### src/hdl/mbwsa_pkg.sv
package mbwsa_pkg;

  // ----------------------------------------------------------------
  // Channels and states
  // ----------------------------------------------------------------
  localparam int NCH    = 3;
  localparam int CH_W   = 0;
  localparam int CH_R   = 1;
  localparam int CH_P   = 2;
  localparam int PAD_W  = 10;
  localparam int RG_CNT = 16;

  typedef enum logic {ST_IDLE, ST_ACT} mbwsa_state_t;

  typedef enum logic [3:0] {
    RG_NONE, RG_M0, RG_M1, RG_PF0, RG_PF1, RG_PF2,
    RG_L0, RG_OTP, RG_FLASH, RG_PWD, RG_BOOT
  } mbwsa_region_t;

  // ----------------------------------------------------------------
  // Memory map, 22-bit word addresses
  // ----------------------------------------------------------------
  localparam logic [21:0] M0_HI   = 22'h0003FF;
  localparam logic [21:0] M1_HI   = 22'h0007FF;
  localparam logic [21:0] PF0_HI  = 22'h001FFF;
  localparam logic [21:0] PF1_LO  = 22'h006000;
  localparam logic [21:0] PF1_HI  = 22'h006FFF;
  localparam logic [21:0] PF2_HI  = 22'h007FFF;
  localparam logic [21:0] L0_LO   = 22'h008000;
  localparam logic [21:0] L0_HI   = 22'h0083FF;
  localparam logic [21:0] OTP_LO  = 22'h3D7800;
  localparam logic [21:0] OTP_HI  = 22'h3D7BFF;
  localparam logic [21:0] FL_LO   = 22'h3F0000;
  localparam logic [21:0] PWD_LO  = 22'h3F7FF8;
  localparam logic [21:0] FL_HI   = 22'h3F7FFF;
  localparam logic [21:0] L0M_LO  = 22'h3F8000;
  localparam logic [21:0] L0M_HI  = 22'h3F83FF;
  localparam logic [21:0] BOOT_LO = 22'h3FE000;

  // ----------------------------------------------------------------
  // Wait states and reset values
  // ----------------------------------------------------------------
  localparam logic [4:0] WS_ZERO     = 5'h00;
  localparam logic [4:0] WS_PER_WR   = 5'h00;
  localparam logic [4:0] WS_PER_RD   = 5'h02;
  localparam logic [4:0] WS_PWD      = 5'h10;
  localparam logic [4:0] WS_OTP_MIN  = 5'h01;
  localparam logic [4:0] WS_RAND_MIN = 5'h01;
  localparam logic [4:0] WS_B2B      = 5'h01;
  localparam int         PAGE_LSB    = 3;
  localparam int         PAGE_W      = 22 - PAGE_LSB;
  localparam logic [1:0] PROT_RST    = 2'h3;

endpackage

### src/hdl/mbwsa_top.sv
`timescale 1ns/1ps
`default_nettype none

// Summary of operation
// - Priority: data write, program write, data read, program read, fetch.
// - One write channel; data write wins over program write.
// - One program read path; program read wins over fetch.
// - Program read bus has 22-bit address and 32-bit data.
// - Data read and write buses have 32-bit address and data.
// - Fetch, data read and data write complete together on distinct regions.
// - Low RAM blocks, frame zero and boot ROM take zero waits.
// - Wide peripheral frame: writes 0, reads 2 waits, stretched by ready.
// - Back-to-back writes to the wide peripheral frame add one stall cycle.
// - Narrow peripheral frame: writes 0, reads 2 waits, ready ignored.
// - Secure local RAM takes zero waits when no access conflicts.
// - OTP waits come from the OTP wait setting, at least one.
// - Flash paged and random waits; random at least one and paged.
// - Password locations always take sixteen waits.
// - Without protection a read may pass a pending write.
// - Protected frames hold reads until earlier writes have finished.
// - Protection is programmable and on for both frames after reset.
// - Bridge puts data buses on a 16-address-line peripheral bus.
// - Narrow peripheral frame refuses 32-bit accesses.
// - Wide peripheral frame takes 16-bit and 32-bit accesses.
module mbwsa_top
  import mbwsa_pkg::*;
(
  input  wire logic        mclk_i,
  input  wire logic        rst_i,
  input  wire logic        fetch_req_i,
  input  wire logic [21:0] fetch_addr_i,
  input  wire logic        prd_req_i,
  input  wire logic [21:0] prd_addr_i,
  input  wire logic        drd_req_i,
  input  wire logic [31:0] drd_addr_i,
  input  wire logic        drd_wide_i,
  input  wire logic        dwr_req_i,
  input  wire logic [31:0] dwr_addr_i,
  input  wire logic        dwr_wide_i,
  input  wire logic [31:0] dwr_data_i,
  input  wire logic        pwr_req_i,
  input  wire logic [21:0] pwr_addr_i,
  input  wire logic [31:0] pwr_data_i,
  input  wire logic [3:0]  flash_paged_ws_i,
  input  wire logic [3:0]  flash_random_ws_i,
  input  wire logic [3:0]  otp_ws_i,
  input  wire logic [1:0]  prot_dis_i,
  input  wire logic [31:0] pm_rdata_i,
  input  wire logic [31:0] rm_rdata_i,
  input  wire logic [31:0] per_rdata_i,
  input  wire logic        per_ready_i,
  output logic             fetch_ack_o,
  output logic             prd_ack_o,
  output logic [31:0]      p_rdata_o,
  output logic             drd_ack_o,
  output logic [31:0]      drd_rdata_o,
  output logic             dwr_ack_o,
  output logic             pwr_ack_o,
  output logic [2:0]       acc_err_o,
  output logic [21:0]      pm_addr_o,
  output logic             pm_rd_o,
  output logic [3:0]       pm_sel_o,
  output logic [31:0]      rm_addr_o,
  output logic             rm_rd_o,
  output logic [3:0]       rm_sel_o,
  output logic [31:0]      wm_addr_o,
  output logic             wm_wr_o,
  output logic [3:0]       wm_sel_o,
  output logic [31:0]      wm_data_o,
  output logic [15:0]      per_addr_o,
  output logic [31:0]      per_wdata_o,
  output logic             per_rd_o,
  output logic             per_wr_o,
  output logic             per_wide_o,
  output logic             per_frame2_o
);

  // ----------------------------------------------------------------
  // Decoding helpers
  // ----------------------------------------------------------------
  function automatic mbwsa_region_t region_of(input logic [31:0] a, input logic dsp);
    logic [21:0] w;
    w = a[21:0];
    if (a[31:22] != '0)                      region_of = RG_NONE;
    else if (w <= M0_HI)                     region_of = RG_M0;
    else if (w <= M1_HI)                     region_of = RG_M1;
    else if (w <= PF0_HI)                    region_of = dsp ? RG_PF0 : RG_NONE;
    else if (w >= PF1_LO && w <= PF1_HI)     region_of = dsp ? RG_PF1 : RG_NONE;
    else if (w > PF1_HI && w <= PF2_HI)      region_of = dsp ? RG_PF2 : RG_NONE;
    else if (w >= L0_LO && w <= L0_HI)       region_of = RG_L0;
    else if (w >= L0M_LO && w <= L0M_HI)     region_of = RG_L0;
    else if (w >= OTP_LO && w <= OTP_HI)     region_of = RG_OTP;
    else if (w >= PWD_LO && w <= FL_HI)      region_of = RG_PWD;
    else if (w >= FL_LO && w < PWD_LO)       region_of = RG_FLASH;
    else if (w >= BOOT_LO)                   region_of = RG_BOOT;
    else                                     region_of = RG_NONE;
  endfunction

  // Password words live inside the flash array and both frames share the bridge
  function automatic mbwsa_region_t res_of(input mbwsa_region_t r);
    if (r == RG_PWD)      res_of = RG_FLASH;
    else if (r == RG_PF2) res_of = RG_PF1;
    else                  res_of = r;
  endfunction

  function automatic logic is_per(input mbwsa_region_t r);
    is_per = (r == RG_PF1) || (r == RG_PF2);
  endfunction

  function automatic logic [4:0] ws_of(input mbwsa_region_t r, input logic wr,
                                       input logic hit, input logic [3:0] pg,
                                       input logic [3:0] rn, input logic [3:0] ot);
    logic [4:0] m;
    m = ({1'b0, rn} > {1'b0, pg}) ? {1'b0, rn} : {1'b0, pg};
    if (m < WS_RAND_MIN)
      m = WS_RAND_MIN;
    case (r)
      RG_PF1, RG_PF2: ws_of = wr ? WS_PER_WR : WS_PER_RD;
      RG_OTP:   ws_of = ({1'b0, ot} < WS_OTP_MIN) ? WS_OTP_MIN : {1'b0, ot};
      RG_FLASH: ws_of = hit ? {1'b0, pg} : m;
      RG_PWD:   ws_of = WS_PWD;
      default:  ws_of = WS_ZERO;
    endcase
  endfunction

  // ----------------------------------------------------------------
  // Channel state
  // ----------------------------------------------------------------
  mbwsa_state_t          st      [NCH];
  mbwsa_state_t          next_st [NCH];
  mbwsa_region_t         rg      [NCH];
  mbwsa_region_t         next_rg [NCH];
  logic [4:0]            cnt     [NCH];
  logic [4:0]            next_cnt[NCH];
  logic [31:0]           adr     [NCH];
  logic [31:0]           next_adr[NCH];
  logic [PAGE_W-1:0]     page     [NCH];
  logic [PAGE_W-1:0]     next_page[NCH];
  logic [NCH-1:0]        kind, next_kind, wide, next_wide, bad, next_bad;
  logic [NCH-1:0]        ackp, next_ackp, pval, next_pval, done;
  logic [NCH-1:0]        c_req, c_kind, c_wide, c_dsp;
  logic [31:0]           c_addr[NCH];
  logic [31:0]           wdat, next_wdat;
  logic                  w_recent, next_w_recent;
  logic [1:0]            prot_en, next_prot_en;
  logic [RG_CNT-1:0]     busy;
  mbwsa_region_t         c_rg;
  mbwsa_region_t         c_res;
  logic                  hold;
  logic                  hit;
  logic [4:0]            ws;
  logic                  pw, pr;
  logic [31:0]           next_p_rdata, next_drd_rdata;

  // ----------------------------------------------------------------
  // Requester selection inside each channel
  // ----------------------------------------------------------------
  always_comb
  begin
    c_req[CH_W]  = dwr_req_i | pwr_req_i;
    c_kind[CH_W] = ~dwr_req_i;
    c_addr[CH_W] = dwr_req_i ? dwr_addr_i : {{PAD_W{1'b0}}, pwr_addr_i};
    c_wide[CH_W] = dwr_req_i ? dwr_wide_i : 1'b1;
    c_dsp[CH_W]  = dwr_req_i;
    c_req[CH_R]  = drd_req_i;
    c_kind[CH_R] = 1'b0;
    c_addr[CH_R] = drd_addr_i;
    c_wide[CH_R] = drd_wide_i;
    c_dsp[CH_R]  = 1'b1;
    c_req[CH_P]  = prd_req_i | fetch_req_i;
    c_kind[CH_P] = prd_req_i;
    c_addr[CH_P] = {{PAD_W{1'b0}}, prd_req_i ? prd_addr_i : fetch_addr_i};
    c_wide[CH_P] = 1'b1;
    c_dsp[CH_P]  = 1'b0;
  end

  // ----------------------------------------------------------------
  // Arbitration and wait-state counting
  // ----------------------------------------------------------------
  always_comb
  begin
    c_rg          = RG_NONE;
    c_res         = RG_NONE;
    hold          = 1'b0;
    hit           = 1'b0;
    ws            = WS_ZERO;
    next_wdat     = wdat;
    next_w_recent = w_recent;
    next_prot_en  = ~prot_dis_i;
    busy          = '0;
    for (int c = 0; c < NCH; c++)
    begin
      next_st[c]   = st[c];
      next_rg[c]   = rg[c];
      next_cnt[c]  = cnt[c];
      next_adr[c]  = adr[c];
      next_page[c] = page[c];
      next_kind[c] = kind[c];
      next_wide[c] = wide[c];
      next_bad[c]  = bad[c];
      next_pval[c] = pval[c];
      next_ackp[c] = 1'b0;
      done[c]      = 1'b0;
      if (st[c] == ST_ACT && rg[c] != RG_NONE)
        busy[res_of(rg[c])] = 1'b1;
    end
    // Lower index is higher priority, so a claim here blocks later channels
    for (int c = 0; c < NCH; c++)
    begin
      c_rg  = region_of(c_addr[c], c_dsp[c]);
      c_res = res_of(c_rg);
      hit   = pval[c] && (page[c] == c_addr[c][21:PAGE_LSB]);
      ws    = ws_of(c_rg, c == CH_W, hit, flash_paged_ws_i, flash_random_ws_i, otp_ws_i);
      // Reads to unprotected space may still overtake a queued write
      hold  = (c == CH_R) && is_per(c_rg) && prot_en[c_rg == RG_PF2]
              && (st[CH_W] != ST_IDLE || c_req[CH_W]);
      case (st[c])
        ST_IDLE:
        begin
          // ackp blocks a re-grant on the request that was just answered
          if (c_req[c] && !ackp[c] && !hold
              && !(c_rg != RG_NONE && busy[c_res]))
          begin
            next_st[c]   = ST_ACT;
            next_rg[c]   = c_rg;
            next_adr[c]  = c_addr[c];
            next_kind[c] = c_kind[c];
            next_wide[c] = c_wide[c];
            next_bad[c]  = (c_rg == RG_PF2) && c_wide[c];
            next_cnt[c]  = ws;
            if (c_rg != RG_NONE)
              busy[c_res] = 1'b1;
            if (c_rg == RG_FLASH)
            begin
              next_page[c] = c_addr[c][21:PAGE_LSB];
              next_pval[c] = 1'b1;
            end
            if (c == CH_W)
            begin
              next_wdat     = dwr_req_i ? dwr_data_i : pwr_data_i;
              next_w_recent = 1'b0;
              if (w_recent && c_rg == RG_PF1)
                next_cnt[c] = ws + WS_B2B;
            end
          end
          else if (c == CH_W && !c_req[c] && !ackp[c])
            next_w_recent = 1'b0;
        end
        ST_ACT:
        begin
          // Only the wide frame honours the peripheral ready
          if (cnt[c] == WS_ZERO && (rg[c] != RG_PF1 || per_ready_i || bad[c]))
          begin
            next_st[c]   = ST_IDLE;
            next_ackp[c] = 1'b1;
            done[c]      = 1'b1;
            if (c == CH_W)
              next_w_recent = (rg[c] == RG_PF1);
          end
          else if (cnt[c] != WS_ZERO)
            next_cnt[c] = cnt[c] - 5'h01;
        end
        default:
          next_st[c] = ST_IDLE;
      endcase
    end
    next_p_rdata   = done[CH_P] ? pm_rdata_i : p_rdata_o;
    next_drd_rdata = drd_rdata_o;
    if (done[CH_R])
      next_drd_rdata = is_per(rg[CH_R]) ? per_rdata_i : rm_rdata_i;
    pw = next_st[CH_W] == ST_ACT && is_per(next_rg[CH_W]) && !next_bad[CH_W];
    pr = next_st[CH_R] == ST_ACT && is_per(next_rg[CH_R]) && !next_bad[CH_R];
  end

  // ----------------------------------------------------------------
  // Registers
  // ----------------------------------------------------------------
  always_ff @(posedge mclk_i)
  begin
    if (rst_i)
    begin
      for (int c = 0; c < NCH; c++)
      begin
        st[c]   <= ST_IDLE;
        rg[c]   <= RG_NONE;
        cnt[c]  <= WS_ZERO;
        adr[c]  <= '0;
        page[c] <= '0;
      end
      kind         <= '0;
      wide         <= '0;
      bad          <= '0;
      ackp         <= '0;
      pval         <= '0;
      wdat         <= '0;
      w_recent     <= 1'b0;
      prot_en      <= PROT_RST;
      fetch_ack_o  <= 1'b0;
      prd_ack_o    <= 1'b0;
      drd_ack_o    <= 1'b0;
      dwr_ack_o    <= 1'b0;
      pwr_ack_o    <= 1'b0;
      acc_err_o    <= '0;
      p_rdata_o    <= '0;
      drd_rdata_o  <= '0;
      pm_addr_o    <= '0;
      pm_rd_o      <= 1'b0;
      pm_sel_o     <= '0;
      rm_addr_o    <= '0;
      rm_rd_o      <= 1'b0;
      rm_sel_o     <= '0;
      wm_addr_o    <= '0;
      wm_wr_o      <= 1'b0;
      wm_sel_o     <= '0;
      wm_data_o    <= '0;
      per_addr_o   <= '0;
      per_wdata_o  <= '0;
      per_rd_o     <= 1'b0;
      per_wr_o     <= 1'b0;
      per_wide_o   <= 1'b0;
      per_frame2_o <= 1'b0;
    end
    else
    begin
      for (int c = 0; c < NCH; c++)
      begin
        st[c]   <= next_st[c];
        rg[c]   <= next_rg[c];
        cnt[c]  <= next_cnt[c];
        adr[c]  <= next_adr[c];
        page[c] <= next_page[c];
      end
      kind         <= next_kind;
      wide         <= next_wide;
      bad          <= next_bad;
      ackp         <= next_ackp;
      pval         <= next_pval;
      wdat         <= next_wdat;
      w_recent     <= next_w_recent;
      prot_en      <= next_prot_en;
      dwr_ack_o    <= done[CH_W] & ~kind[CH_W];
      pwr_ack_o    <= done[CH_W] & kind[CH_W];
      drd_ack_o    <= done[CH_R];
      fetch_ack_o  <= done[CH_P] & ~kind[CH_P];
      prd_ack_o    <= done[CH_P] & kind[CH_P];
      acc_err_o    <= done & bad;
      p_rdata_o    <= next_p_rdata;
      drd_rdata_o  <= next_drd_rdata;
      pm_addr_o    <= next_adr[CH_P][21:0];
      pm_rd_o      <= next_st[CH_P] == ST_ACT && next_rg[CH_P] != RG_NONE;
      pm_sel_o     <= next_rg[CH_P];
      rm_addr_o    <= next_adr[CH_R];
      rm_rd_o      <= next_st[CH_R] == ST_ACT && next_rg[CH_R] != RG_NONE
                      && !is_per(next_rg[CH_R]);
      rm_sel_o     <= next_rg[CH_R];
      wm_addr_o    <= next_adr[CH_W];
      wm_wr_o      <= next_st[CH_W] == ST_ACT && next_rg[CH_W] != RG_NONE
                      && !is_per(next_rg[CH_W]);
      wm_sel_o     <= next_rg[CH_W];
      wm_data_o    <= next_wdat;
      // Writes and reads never share the bridge, the resource claim sees to it
      per_addr_o   <= pw ? next_adr[CH_W][15:0] : next_adr[CH_R][15:0];
      per_wdata_o  <= next_wdat;
      per_wr_o     <= pw;
      per_rd_o     <= pr & ~pw;
      per_wide_o   <= pw ? next_wide[CH_W] : next_wide[CH_R];
      per_frame2_o <= pw ? next_rg[CH_W] == RG_PF2 : next_rg[CH_R] == RG_PF2;
    end
  end

endmodule

`default_nettype wire

### config.mk
export PLATFORM = sky130hd
export DESIGN_NAME = mbwsa_top
export DESIGN_NICKNAME = d
export VERILOG_FILES = /design/src/hdl/mbwsa_pkg.sv /design/src/hdl/mbwsa_top.sv
export SDC_FILE = /design/constraint.sdc
export NUM_CORES = 1
export LEC_CHECK = 0
export BUFFER_PORTS_ARGS = -buffer_cell sky130_fd_sc_hd__buf_2
export CAP_MARGIN = 20
export CORE_AREA = 2 2 219 221
export CTS_CLUSTER_SIZE = 40
export DETAILED_ROUTE_END_ITERATION = 8
export DIE_AREA = 0 0 221 223
export GPL_TIMING_DRIVEN = 0
export PLACE_DENSITY_LB_ADDON = 0.15
export SLEW_MARGIN = 20
export SYNTH_ARGS = -nofsm -noshare
export SYNTH_HDL_FRONTEND = slang
export SYNTH_SLANG_ARGS = --single-unit
export TNS_END_PERCENT = 5
### constraint.sdc
create_clock -name mclk_i -period 4.9 [get_ports mclk_i]
set_input_delay 1.225 -clock mclk_i [delete_from_list [all_inputs] [get_ports mclk_i]]
set_output_delay 1.225 -clock mclk_i [all_outputs]
set_load 0.005 [all_outputs]
### Word-level counts from Yosys, hierarchy flattened

Memories as Yosys holds them, arrays and structs flattened.
Cells that the tools add are included.

| cells by class | value |
|---|---|
| $add $sub $neg | 4 |
| $lt $le $gt $ge | 69 |
| equal/unequal tests | 35 |
| mux-type cells | 176 |
| bitwise operators | 35 |
| reduce and logical (&&, ||, !) cells | 108 |

Operator list:

| operator | count |
|---|---|
| 2-to-1 mux 32 bit | 12 |
| >= comparator 22 bit, second input constant | 15 |
| 2-to-1 mux 4 bit | 62 |
| 2-to-1 mux 19 bit | 12 |
| <= comparator 22 bit, second input constant | 9 |
| 2-to-1 mux 16 bit | 10 |
| <= comparator 22 x 15 -> 1 bit, second input constant | 6 |
| 2-to-1 mux 5 bit | 16 |
| equality test 4 x 3 -> 1 bit, second input constant | 18 |
| >= comparator 22 x 15 -> 1 bit, second input constant | 3 |
| >= comparator 22 x 16 -> 1 bit, second input constant | 3 |
| greater-than comparator 22 x 15 -> 1 bit, second input constant | 3 |
| <= comparator 22 x 10 -> 1 bit, second input constant | 3 |
| <= comparator 22 x 11 -> 1 bit, second input constant | 3 |
| <= comparator 22 x 13 -> 1 bit, second input constant | 3 |
| <= comparator 22 x 16 -> 1 bit, second input constant | 3 |
| < comparator 22 bit, second input constant | 3 |
| OR 16 bit | 4 |
| logical AND 1 bit | 60 |
| equality test 19 bit | 3 |
| 2-to-1 mux 1 bit | 42 |
| case mux 5 bit (4 select lines) | 2 |
| equality test 4 bit, second input constant | 9 |
| nonzero test 4 bit | 9 |
| 31 further kinds | 114 |

| word-level totals | value |
|---|---|
| flip-flop bits (word level) | 241 |
| memory bits (writable) | 183 |
| input port bits | 314 |
| output and inout bits | 257 |
| logic and storage cells | 466 |
| memories kept | 5 |

Memory list:

| name | depth | bits a word | read ports | clocked after Yosys merged registers in | wr ports | line | source |
|---|---|---|---|---|---|---|---|
| adr | 3 | 32 | 3 | 0 | 3 | mbwsa_top.sv:135 | `logic [31:0] adr [NCH];` |
| page | 3 | 19 | 3 | 0 | 3 | mbwsa_top.sv:137 | `logic [PAGE_W-1:0] page [NCH];` |
| cnt | 3 | 5 | 3 | 0 | 3 | mbwsa_top.sv:133 | `logic [4:0] cnt [NCH];` |
| rg | 3 | 4 | 3 | 0 | 3 | mbwsa_top.sv:131 | `mbwsa_region_t rg [NCH];` |
| st | 3 | 1 | 3 | 0 | 3 | mbwsa_top.sv:129 | `mbwsa_state_t st [NCH];` |

### Depth between registers and ports, before layout

Gate-level depths: netlist of run 1.

| depth | value |
|---|---|
| depth in word-level cells | 41 |
| gate-level depth with buffers | 19 |
| gate-level depth less buffers | 17 |

### Least setup slack after synthesis of run 1

OpenSTA, ideal clock, no wires.

| path | value |
|---|---|
| path type | in2reg |
| start point | input dwr_addr_i[28] |
| end point | register per_addr_o[10] |
| library setup time | 0.121 ns |
| arrival time | 5.082 ns |
| required time | 4.779 ns |
| slack | -0.302 ns |
| cell stages on the path | 13 |
| path buffers | 3 |
| cell sequence | or4_1 o41ai_2 o21ai_2 or4_1 buf_2 a211o_1 a31o_1 a21oi_1 buf_2 a21oi_1 nor4b_1 buf_2 mux2_2 |

| on the way | value |
|---|---|
| word-level cells in the longest chain between the ends | 22 |
| elaborated cells on any way between the ends | 45 |
| classes of those cells | order compare: 2; eq/ne: 4; mux: 24; bitwise: 1; reduce/logical: 14 |

Ends and longest elaborated chain:

| item | line | source |
|---|---|---|
| start: declaration | mbwsa_top.sv:38 | `input wire logic [31:0] dwr_addr_i,` |
| 2-to-1 mux 32 bit * | mbwsa_top.sv:162 | `c_addr[CH_W] = dwr_req_i ? dwr_addr_i : {{PAD_W{1'b0}}, pwr_addr_i};` |
| nonzero test 10 bit * | mbwsa_top.sv:84 | `if (a[31:22] != '0) region_of = RG_NONE;` |
| 2-to-1 mux 4 bit * | mbwsa_top.sv:84 |  |
| equality test 4 x 3 -> 1 bit | mbwsa_top.sv:102, mbwsa_top.sv:229 |  |
| 2-to-1 mux 4 bit | mbwsa_top.sv:102 | `else if (r == RG_PF2) res_of = RG_PF1;` |
| 2-to-1 mux 4 bit | mbwsa_top.sv:101 | `if (r == RG_PWD) res_of = RG_FLASH;` |
| < comparator 4 x 5 -> 1 bit (not written as such) / >= comparator 4 x 1 -> 1 bit (equally long branches) | mbwsa_top.sv:232 | `busy[c_res] = 1'b1;` |
| logical AND 1 bit (not written as such) | mbwsa_top.sv:232 |  |
| [6 not listed] | -- |  |
| binary-select mux 1 bit (select 4 bit) | mbwsa_top.sv:222 | `&& !(c_rg != RG_NONE && busy[c_res]))` |
| 2-to-1 mux 1 bit (not written as such) | mbwsa_top.sv:222 |  |
| logical AND 1 bit | mbwsa_top.sv:222 |  |
| logical NOT 1 bit | mbwsa_top.sv:222 |  |
| logical AND 1 bit | mbwsa_top.sv:222 |  |
| 2-to-1 mux 32 bit | mbwsa_top.sv:221 | `if (c_req[c] && !ackp[c] && !hold` |
| 2-to-1 mux 32 bit | mbwsa_top.sv:217 | `case (st[c])` |
| 2-to-1 mux 16 bit * | mbwsa_top.sv:362 | `per_addr_o <= pw ? next_adr[CH_W][15:0] : next_adr[CH_R][15:0];` |
| end signal: assignment | mbwsa_top.sv:362 |  |
| end: declaration | mbwsa_top.sv:70 | `output logic [15:0] per_addr_o,` |

Every way passes the cells marked *; elsewhere a longest branch is shown, timed or not. The select of a mux whose other input is x is not followed.
A chain may end at the register's enable or synchronous reset.

==> results.md, run 1 <==
* Initial core utilization at 0.3369
* Total chip power at just under 9 mW
* Vias at ~17k
* CP Max Fanout at 8
* Remaining DRCs at 0
* Distinct cell type count after synthesis at between 80 and 90
* Hold Path Class: reg2reg
* Worst Max-Slew Pin Slew at just under 1 ns
* Layout cells sized above 1 at 0.3560
* Skew-Pair Late Insertion Delay at roughly 0.55 ns
* First-pass GRT wire length at 95,960 um
* Pwr per Cell Area at 407.6 nW/um2
* Met1 Use GR at 0.3071
* Synth Cell Area at around 16,000 um2
* Post-DR wirelength/cell at 20.54 um
* Pleak at approximately 9.4 nW
* GRT Total Usage at 0.2495
* Largest net degree at the start of global routing at 14
* Antenna Nets Post-Route at 0
* Syn avg cell area at between 8 and 9 um2
* DR vias/cell at about 5.3
* Number of DRC markers in iteration 0 at between 1k and 1.5k
* WL final at between 60,000 and 70,000 um
* RSZ-0062 raised after global routing: yes
* H-Tree Depth at 2
* Outcome: finished, violations left
* CTS tree: built
* Final worst slack at -0.1916 ns
* Maximum clock frequency at just under 0.2 GHz
* Max_slew headroom at 0.3454
* Post-route setup TNS at -5.645 ns
* Placer congestion estimate at a little over 0.9
* Final Hold Viols at 0
* # IOs at about 570
* M3 GR Usage at 0.05729
* Sequential fraction of the synthesis area at 0.3971
* Period utilization at 1.039
* Placed Cells at ~3.0k
* Syn Inst Count at about 1.9k
* Worst Skew at between 0.02 and 0.025 ns
* Max clock buf depth at 3
* Design Area, Final at 21,960 um2
* Total CTS buffers at 36
* Worst setup SP type: input port
* Initial antenna violation count at 7
* Worst EP required at between 5 and 6 ns
* Die area at 49,280 um2
* Clock root cell: clkbuf_16
* Number of synthesized flops with an enable pin at 0
* Worst hold margin at roughly 0.45 ns
* Syn Nets at ~2.2k
* Vias in the first global route at 16.18k
* Clk pin slew, worst setup/hold paths at around 0.060 ns
* Worst vdd ir at about 0.3 mV
* DP Wirelength at about 51,000 um
* Nets at 2,823
* Warnings from Yosys at 0
* WS Path Type: in2reg
* Tmin final at 5.092 ns
* Hold-fix buffers, CTS at 0
* Width of the die at ~220 um
* Core footprint at 47,150 um2
* Most used DFF post-synth: dfxtp_1
* Global route overflow at 0
* GR peak layer: met2
* FF+latch count, synth at around 320
* First drt pass iteration count at 5
* CTS Sinks at 315
* Rows at 80
* Setup violations, final at between 50 and 60
* PortBufs at ~570
* Layout area overhead at 38.27%
* Met2 Use GR at 0.4153
* Crit path DAT at between 5 and 6 ns
* Post-DP Area at between 15,000 and 20,000 um2
* Slew Viols, Final at 0
* Chip height at 223 um
* Violated checks: negative setup slack
* Non-filler cells, final at between 3k and 4k
* CP endpoint kind: flop
* Synth async-reset ratio at 0
* Max-cap violations at 0
sequential cells by signal, summed over array words and instances, names as in the netlist, 4 cells and up:
signal       flops
wdat            32
per_addr_o      16
rm_addr_o       31
page            57
pm_sel_o         4
cnt             15
drd_rdata_o     32
wm_addr_o       31
p_rdata_o       32
pm_addr_o       22
kinds of logic (layout without fill, tap and decap cells):
kind of cell | Yosys count | in the layout | share of synthesized area
AND/OR/NAND/NOR | 668 | 668 | 0.1963
AO/OA/AOI/OAI | 417 | 417 | 0.1833
flip-flops | 315 | 315 | 0.3971
buffers and inverters | 204 | 867 | 0.06051
multiplexers | 187 | 187 | 0.1210
XOR/XNOR | 60 | 60 | 0.03309
adder cells (fa/ha/maj) | 11 | 11 | 0.008666
other | 0 | 2 | 0
stage by stage:
stage / worst slack [ns] / util
after floorplan: -0.1495 / -
after global placement: -1.455 / 0.4165
after detailed placement: -1.515 / 0.4165
after CTS: -0.1435 / 0.4580
after global routing: -0.2535 / 0.4657
final: -0.1916 / 0.4658
power breakdown:
part / internal, mW / switching (mW) / total (mW) / leakage, nW
clock: 1.73 / 1.13 / 2.86 / 0.609
combinational: 1.22 / 1.61 / 2.83 / 6.20
sequential: 3.00 / 0.262 / 3.26 / 2.58
metal layers:
metal | up-vias | wire length, um
met5 | - | 43
met4 | 8 | 2926
met3 | 158 | 4272
met2 | 633 | 30220
met1 | 7912 | 27070
li1 | 7973 | -
worst paths after layout:
check | cells past startpoint | from | slack (ns) | endpoint
hold / removal | 2 | p_rdata_o[25]$_SDFFE_PP0P_ | 0.45 | p_rdata_o[25]$_SDFFE_PP0P_
setup reg to reg | 17 | st[0][1]$_SDFF_PP0_ | 0.42 | page[0][53]$_SDFFE_PP0P_
setup / recovery | 18 | dwr_addr_i[31] | -0.19 | page[0][46]$_SDFFE_PP0P_
hold reg to reg | 2 | p_rdata_o[25]$_SDFFE_PP0P_ | 0.45 | p_rdata_o[25]$_SDFFE_PP0P_
cell usage after synthesis (5+ instances only):
cell / instances / share of area
nand3b_1: 8 / 0.0038
nor2_1: 276 / 0.065
o22ai_1: 11 / 0.0043
buf_2: 23 / 0.0072
nand3_1: 40 / 0.013
o211ai_1: 5 / 0.0024
clkbuf_1: 88 / 0.021
xor2_1: 19 / 0.010
nor3_1: 77 / 0.024
a211oi_1: 142 / 0.067
mux2_2: 36 / 0.026
or3_1: 8 / 0.0032
and3_1: 17 / 0.0067
xnor2_1: 41 / 0.023
o21ai_0: 29 / 0.0091
mux2i_1: 147 / 0.093
nand2b_1: 13 / 0.0051
a32oi_1: 7 / 0.0039
ha_1: 11 / 0.0087
and2_1: 13 / 0.0051
o31ai_1: 5 / 0.0024
inv_1: 46 / 0.011
nor2b_1: 14 / 0.0055
a31oi_1: 16 / 0.0063
nand4_1: 22 / 0.0087
buf_1: 7 / 0.0017
nor3b_1: 8 / 0.0038
nand2_1: 121 / 0.029
a21o_1: 7 / 0.0033
dfxtp_1: 315 / 0.40
a21oi_1: 115 / 0.036
buf_4: 38 / 0.018
nor4_1: 23 / 0.0091
cell type report:
class / instances / area (um2)
well taps: 615 / 769.5
multi-input cells: 1343 / 9385
clock buffers: 50 / 1025
diodes: 2 / 5.005
repair buffers: 601 / 3142
clock inverters: 15 / 214.0
flip-flops and latches: 315 / 6306
plain buffers: 155 / 939.7
inverters: 46 / 172.7
fillers: 4717 / 25190
worst max-delay path, stage by stage:
cell and delay, ns:
buf_6 0.09, or4_4 0.55, o41ai_4 0.33, buf_4 0.19, o21ai_4 0.06, or4_4 0.57
a211o_1 0.34, a31o_1 0.28, a211oi_4 0.31, buf_6 0.16, o2bb2ai_4 0.09, o2111ai_2 0.18
o211ai_1 0.21, a21boi_4 0.21, buf_12 0.15, a21o_4 0.24, buf_6 0.14, a211oi_2 0.22
cell usage in the layout (no fill, tap or decap), types with 16 or more instances in the layout:
master     instances
nor3_1            62
o21ai_0           24
nand3_1           38
xor2_1            19
a211oi_1         113
nor2_1           272
nor4_1            16
buf_4             68
xnor2_1           41
a211oi_2          31
buf_6             20
clkbuf_1          84
dfxtp_1          315
buf_2            569
a21oi_1          111
clkbuf_16         37
and3_1            17
mux2_2            36
inv_1             46
mux2i_1          141
nand2_1          121
nand4_1           22
what timing repair did:
item | 4_1_cts | 5_1_grt
endpoints found under the setup margin | 196 | 192
resized for setup | 120 | 58
cloned | 2 | 0
setup buffers | 23 | 11
pin swaps | 36 | 23
No activity file was read; power rests on OpenSTA's default activity.
==> inputs of run 2 (changes only) <==
--- a/config.mk
+++ b/config.mk
@@ -7,10 +7,10 @@
 export LEC_CHECK = 0
 export BUFFER_PORTS_ARGS = -buffer_cell sky130_fd_sc_hd__buf_2
 export CAP_MARGIN = 20
-export CORE_AREA = 2 2 219 221
+export CORE_AREA = 2 2 223 225
 export CTS_CLUSTER_SIZE = 40
 export DETAILED_ROUTE_END_ITERATION = 8
-export DIE_AREA = 0 0 221 223
+export DIE_AREA = 0 0 225 227
 export GPL_TIMING_DRIVEN = 0
 export PLACE_DENSITY_LB_ADDON = 0.15
 export SLEW_MARGIN = 20
==> constraint.sdc (replaced) <==
create_clock -name mclk_i -period 5.65 [get_ports mclk_i]
set_input_delay 1.4125 -clock mclk_i [delete_from_list [all_inputs] [get_ports mclk_i]]
set_output_delay 1.4125 -clock mclk_i [all_outputs]
set_load 0.005 [all_outputs]
==> run 2 against run 1 <==
Net effect:
- the run now ends clean
- total power decreased by 15%
- clock skew is essentially flat
- clock power down 13%
- highest routed layer unchanged
- final cell count down 0.32%
- setup slack improved by 0.27 ns
- hold slack improved by 0.0018 ns
- sequential share of layout area grew 1.0 points
- first-iteration DRC count is 6.9% lower
- global-route usage down 1.2 points
- clock-buffer cell count up 2
- combinational power is 17% lower
- core utilization is 2.9 points lower
==> results.md, run 2 (synthesized netlist as in run 1, its figures left out) <==
* Total chip power at 7.651 mW (-15%)
* Pwr per Cell Area at 360.7 nW/um2 (-12%)
* RSZ-0062 raised after global routing: yes
* Crit path DAT at 6.03 ns (+0.48 ns)
* Non-filler cells, final at 3,132 (-0.32%)
* Worst setup SP type: input port
* Period utilization at 0.9858
* Layout area overhead at 33.58%
* Worst EP required at 6.11 ns (+0.75 ns)
* Outcome: completed
* Commonest non-fill, non-tap cell in the layout: buf_2
* Initial core utilization at 0.3271 (-0.009715)
* Die area at 51,080 um2 (+3.6%)
* WL final at 64,450 um (-0.12%)
* Width of the die at 225 um (+1.8%)
* WS Path Type: in2reg
* Design Area, Final at 21,210 um2 (-3.4%)
* NetSw at 2.570 mW (-14%)
* Setup violations, final at 0 (-100%)
* Seq pwr share at 0.367 (+0.003)
* Hold-fix buffers, CTS at 0 (unchanged)
* Layout cells sized above 1 at 0.3218 (-0.03427)
* Global route overflow at 0 (unchanged)
* # IOs at 571 (unchanged)
* Tmin final at 5.570 ns
* First-pass GRT wire length at 93,380 um (-2.7%)
* Hold Path Class: reg2reg
* Max-cap violations at 0 (unchanged)
* GRT Total Usage at 0.2373 (-0.01211)
* Remaining DRCs at 0 (unchanged)
* Nets at 2,805 (-0.64%)
* Final worst slack at 0.08046 ns (+0.2721 ns)
* Worst Max-Slew Pin Slew at 0.9761 ns (-0.005724 ns)
* PortBufs at 565 (unchanged)
* Biggest register: page
* Vias in the first global route at 15.76k (-2.6%)
* Pleak at 9.121 nW (-2.8%)
* First drt pass iteration count at 5 (unchanged)
* Worst vdd ir at 0.2257 mV (-25%)
* Final Util at 0.4370 (-0.02877)
* Core footprint at 48,550 um2 (+3.0%)
* Sw Share at 0.3359 (+0.0009237)
* Max FFs per register at 57 (unchanged)
* Largest net degree at the start of global routing at 13 (-1)
* Initial antenna violation count at 5 (-2)
* Post-route setup TNS at 0 ns (+5.645 ns)
* DR vias/cell at 5.269 (-0.77%)
* CTS Sinks at 315 (unchanged)
* Number of DRC markers in iteration 0 at 1,003 (-6.9%)
* Power share of the combinational group at 0.306 (-0.010)
* Rows at 81 (+1.3%)
* Max clock buf depth at 3 (unchanged)
* Final Hold Viols at 0 (unchanged)
* H-Tree Depth at 2 (unchanged)
* CTS tree: built
* Post-DP Area at 19,500 um2 (-0.69%)
* Worst hold margin at 0.4511 ns (+0.001778 ns)
* Clock root cell: clkbuf_16
* Total CTS buffers at 38 (+5.6%)
* Antenna Nets Post-Route at 0 (unchanged)
* Maximum clock frequency at ~0.18 GHz
* Pre-CTS setup slack at -1.071 ns (+0.4439 ns)
* Most frequent cells in the layout: buf_2 (586), dfxtp_1 (315), nor2_1 (275)
* Vias at 16.50k (-1.1%)
* Internal power at 5.081 mW (-15%)
* Slew Viols, Final at 0 (unchanged)
* Worst Skew at 0.02052 ns (+0.0004721 ns)
* Placed Cells at 3,049 (+0.23%)
* CP endpoint kind: flop
* Chip height at 227 um (+1.8%)
* CP Max Fanout at 10 (+2)
* Post-DR wirelength/cell at 20.58 um (+0.20%)
* Clk pin slew, worst setup/hold paths at 0.06 ns (about the same)
* Skew-Pair Late Insertion Delay at 0.56 ns (about the same)
* Placer congestion estimate at 0.8841 (-5.0%)
* DP Wirelength at 50,690 um (+0.35%)
* Clock share of power at 0.327 (+0.007)
* Max_slew headroom at 0.3493 (+0.003816)
-- run 2: area by class of cell --
type                            count  area [um2]
Clock inverter                     16       205.2
Fill cell                        4885       27330
Sequential cell                   315        6306
Antenna cell                        2       5.005
Tap cell                          622       778.2
Timing Repair Buffer              577        2918
Buffer                            158       803.3
Clock buffer                       52        1054
Multi-Input combinational cell   1344        8972
Inverter                           46       172.7
-- run 2: path summary, 6_finish.rpt --
check / from / end / slack [ns] / depth (start not counted)
worst min-delay path: p_rdata_o[24]$_SDFFE_PP0P_ / p_rdata_o[24]$_SDFFE_PP0P_ / 0.45 / 2
worst max register to register: st[0][1]$_SDFF_PP0_ / cnt[0][13]$_SDFFE_PP0P_ / 1.22 / 15
worst min register to register: p_rdata_o[24]$_SDFFE_PP0P_ / p_rdata_o[24]$_SDFFE_PP0P_ / 0.45 / 2
worst max-delay path: dwr_addr_i[22] / cnt[0][13]$_SDFFE_PP0P_ / 0.08 / 17
-- run 2: what timing repair did --
action / 4_1_cts / 5_1_grt
pin swaps: 2 / 7
gates cloned: 0 / 1
setup buffers: 3 / 9
endpoints found under the setup margin: 95 / 174
gates resized for setup: 12 / 55
-- run 2: critical path, stage by stage --
cell      delay, ns
buf_2          0.12
or4_1          0.57
o41ai_4        0.29
buf_4          0.18
o21ai_4        0.09
or4_1          0.52
buf_2          0.21
a211o_1        0.36
a31o_1         0.29
a211oi_4       0.32
or3_1          0.19
a41oi_1        0.11
o211ai_1       0.37
a21boi_4       0.35
buf_4          0.23
a31oi_1        0.12
a311oi_1       0.26
-- run 2: per-layer routing --
| layer | share of wire | vias to the layer above | global-route usage |
|---|---|---|---|
| met3 | 0.074 | 115 | 0.05459 |
| met5 | 0.00064 | - | 0 |
| li1 | - | 7946 | - |
| met4 | 0.031 | 6 | 0.07990 |
| met1 | 0.42 | 7791 | 0.2972 |
| met2 | 0.47 | 645 | 0.4022 |
-- run 2: power by group through the flow --
stage / Clock [mW] / Sequential, mW / Combinational [mW]
after CTS: 2.57 / 2.81 / 2.31
after detailed placement: 0 / 2.85 / 2.29
final: 2.50 / 2.81 / 2.34
after global routing: 2.66 / 2.85 / 2.59
after global placement: 0 / 2.84 / 2.28
after floorplan: 0 / 2.86 / 1.31
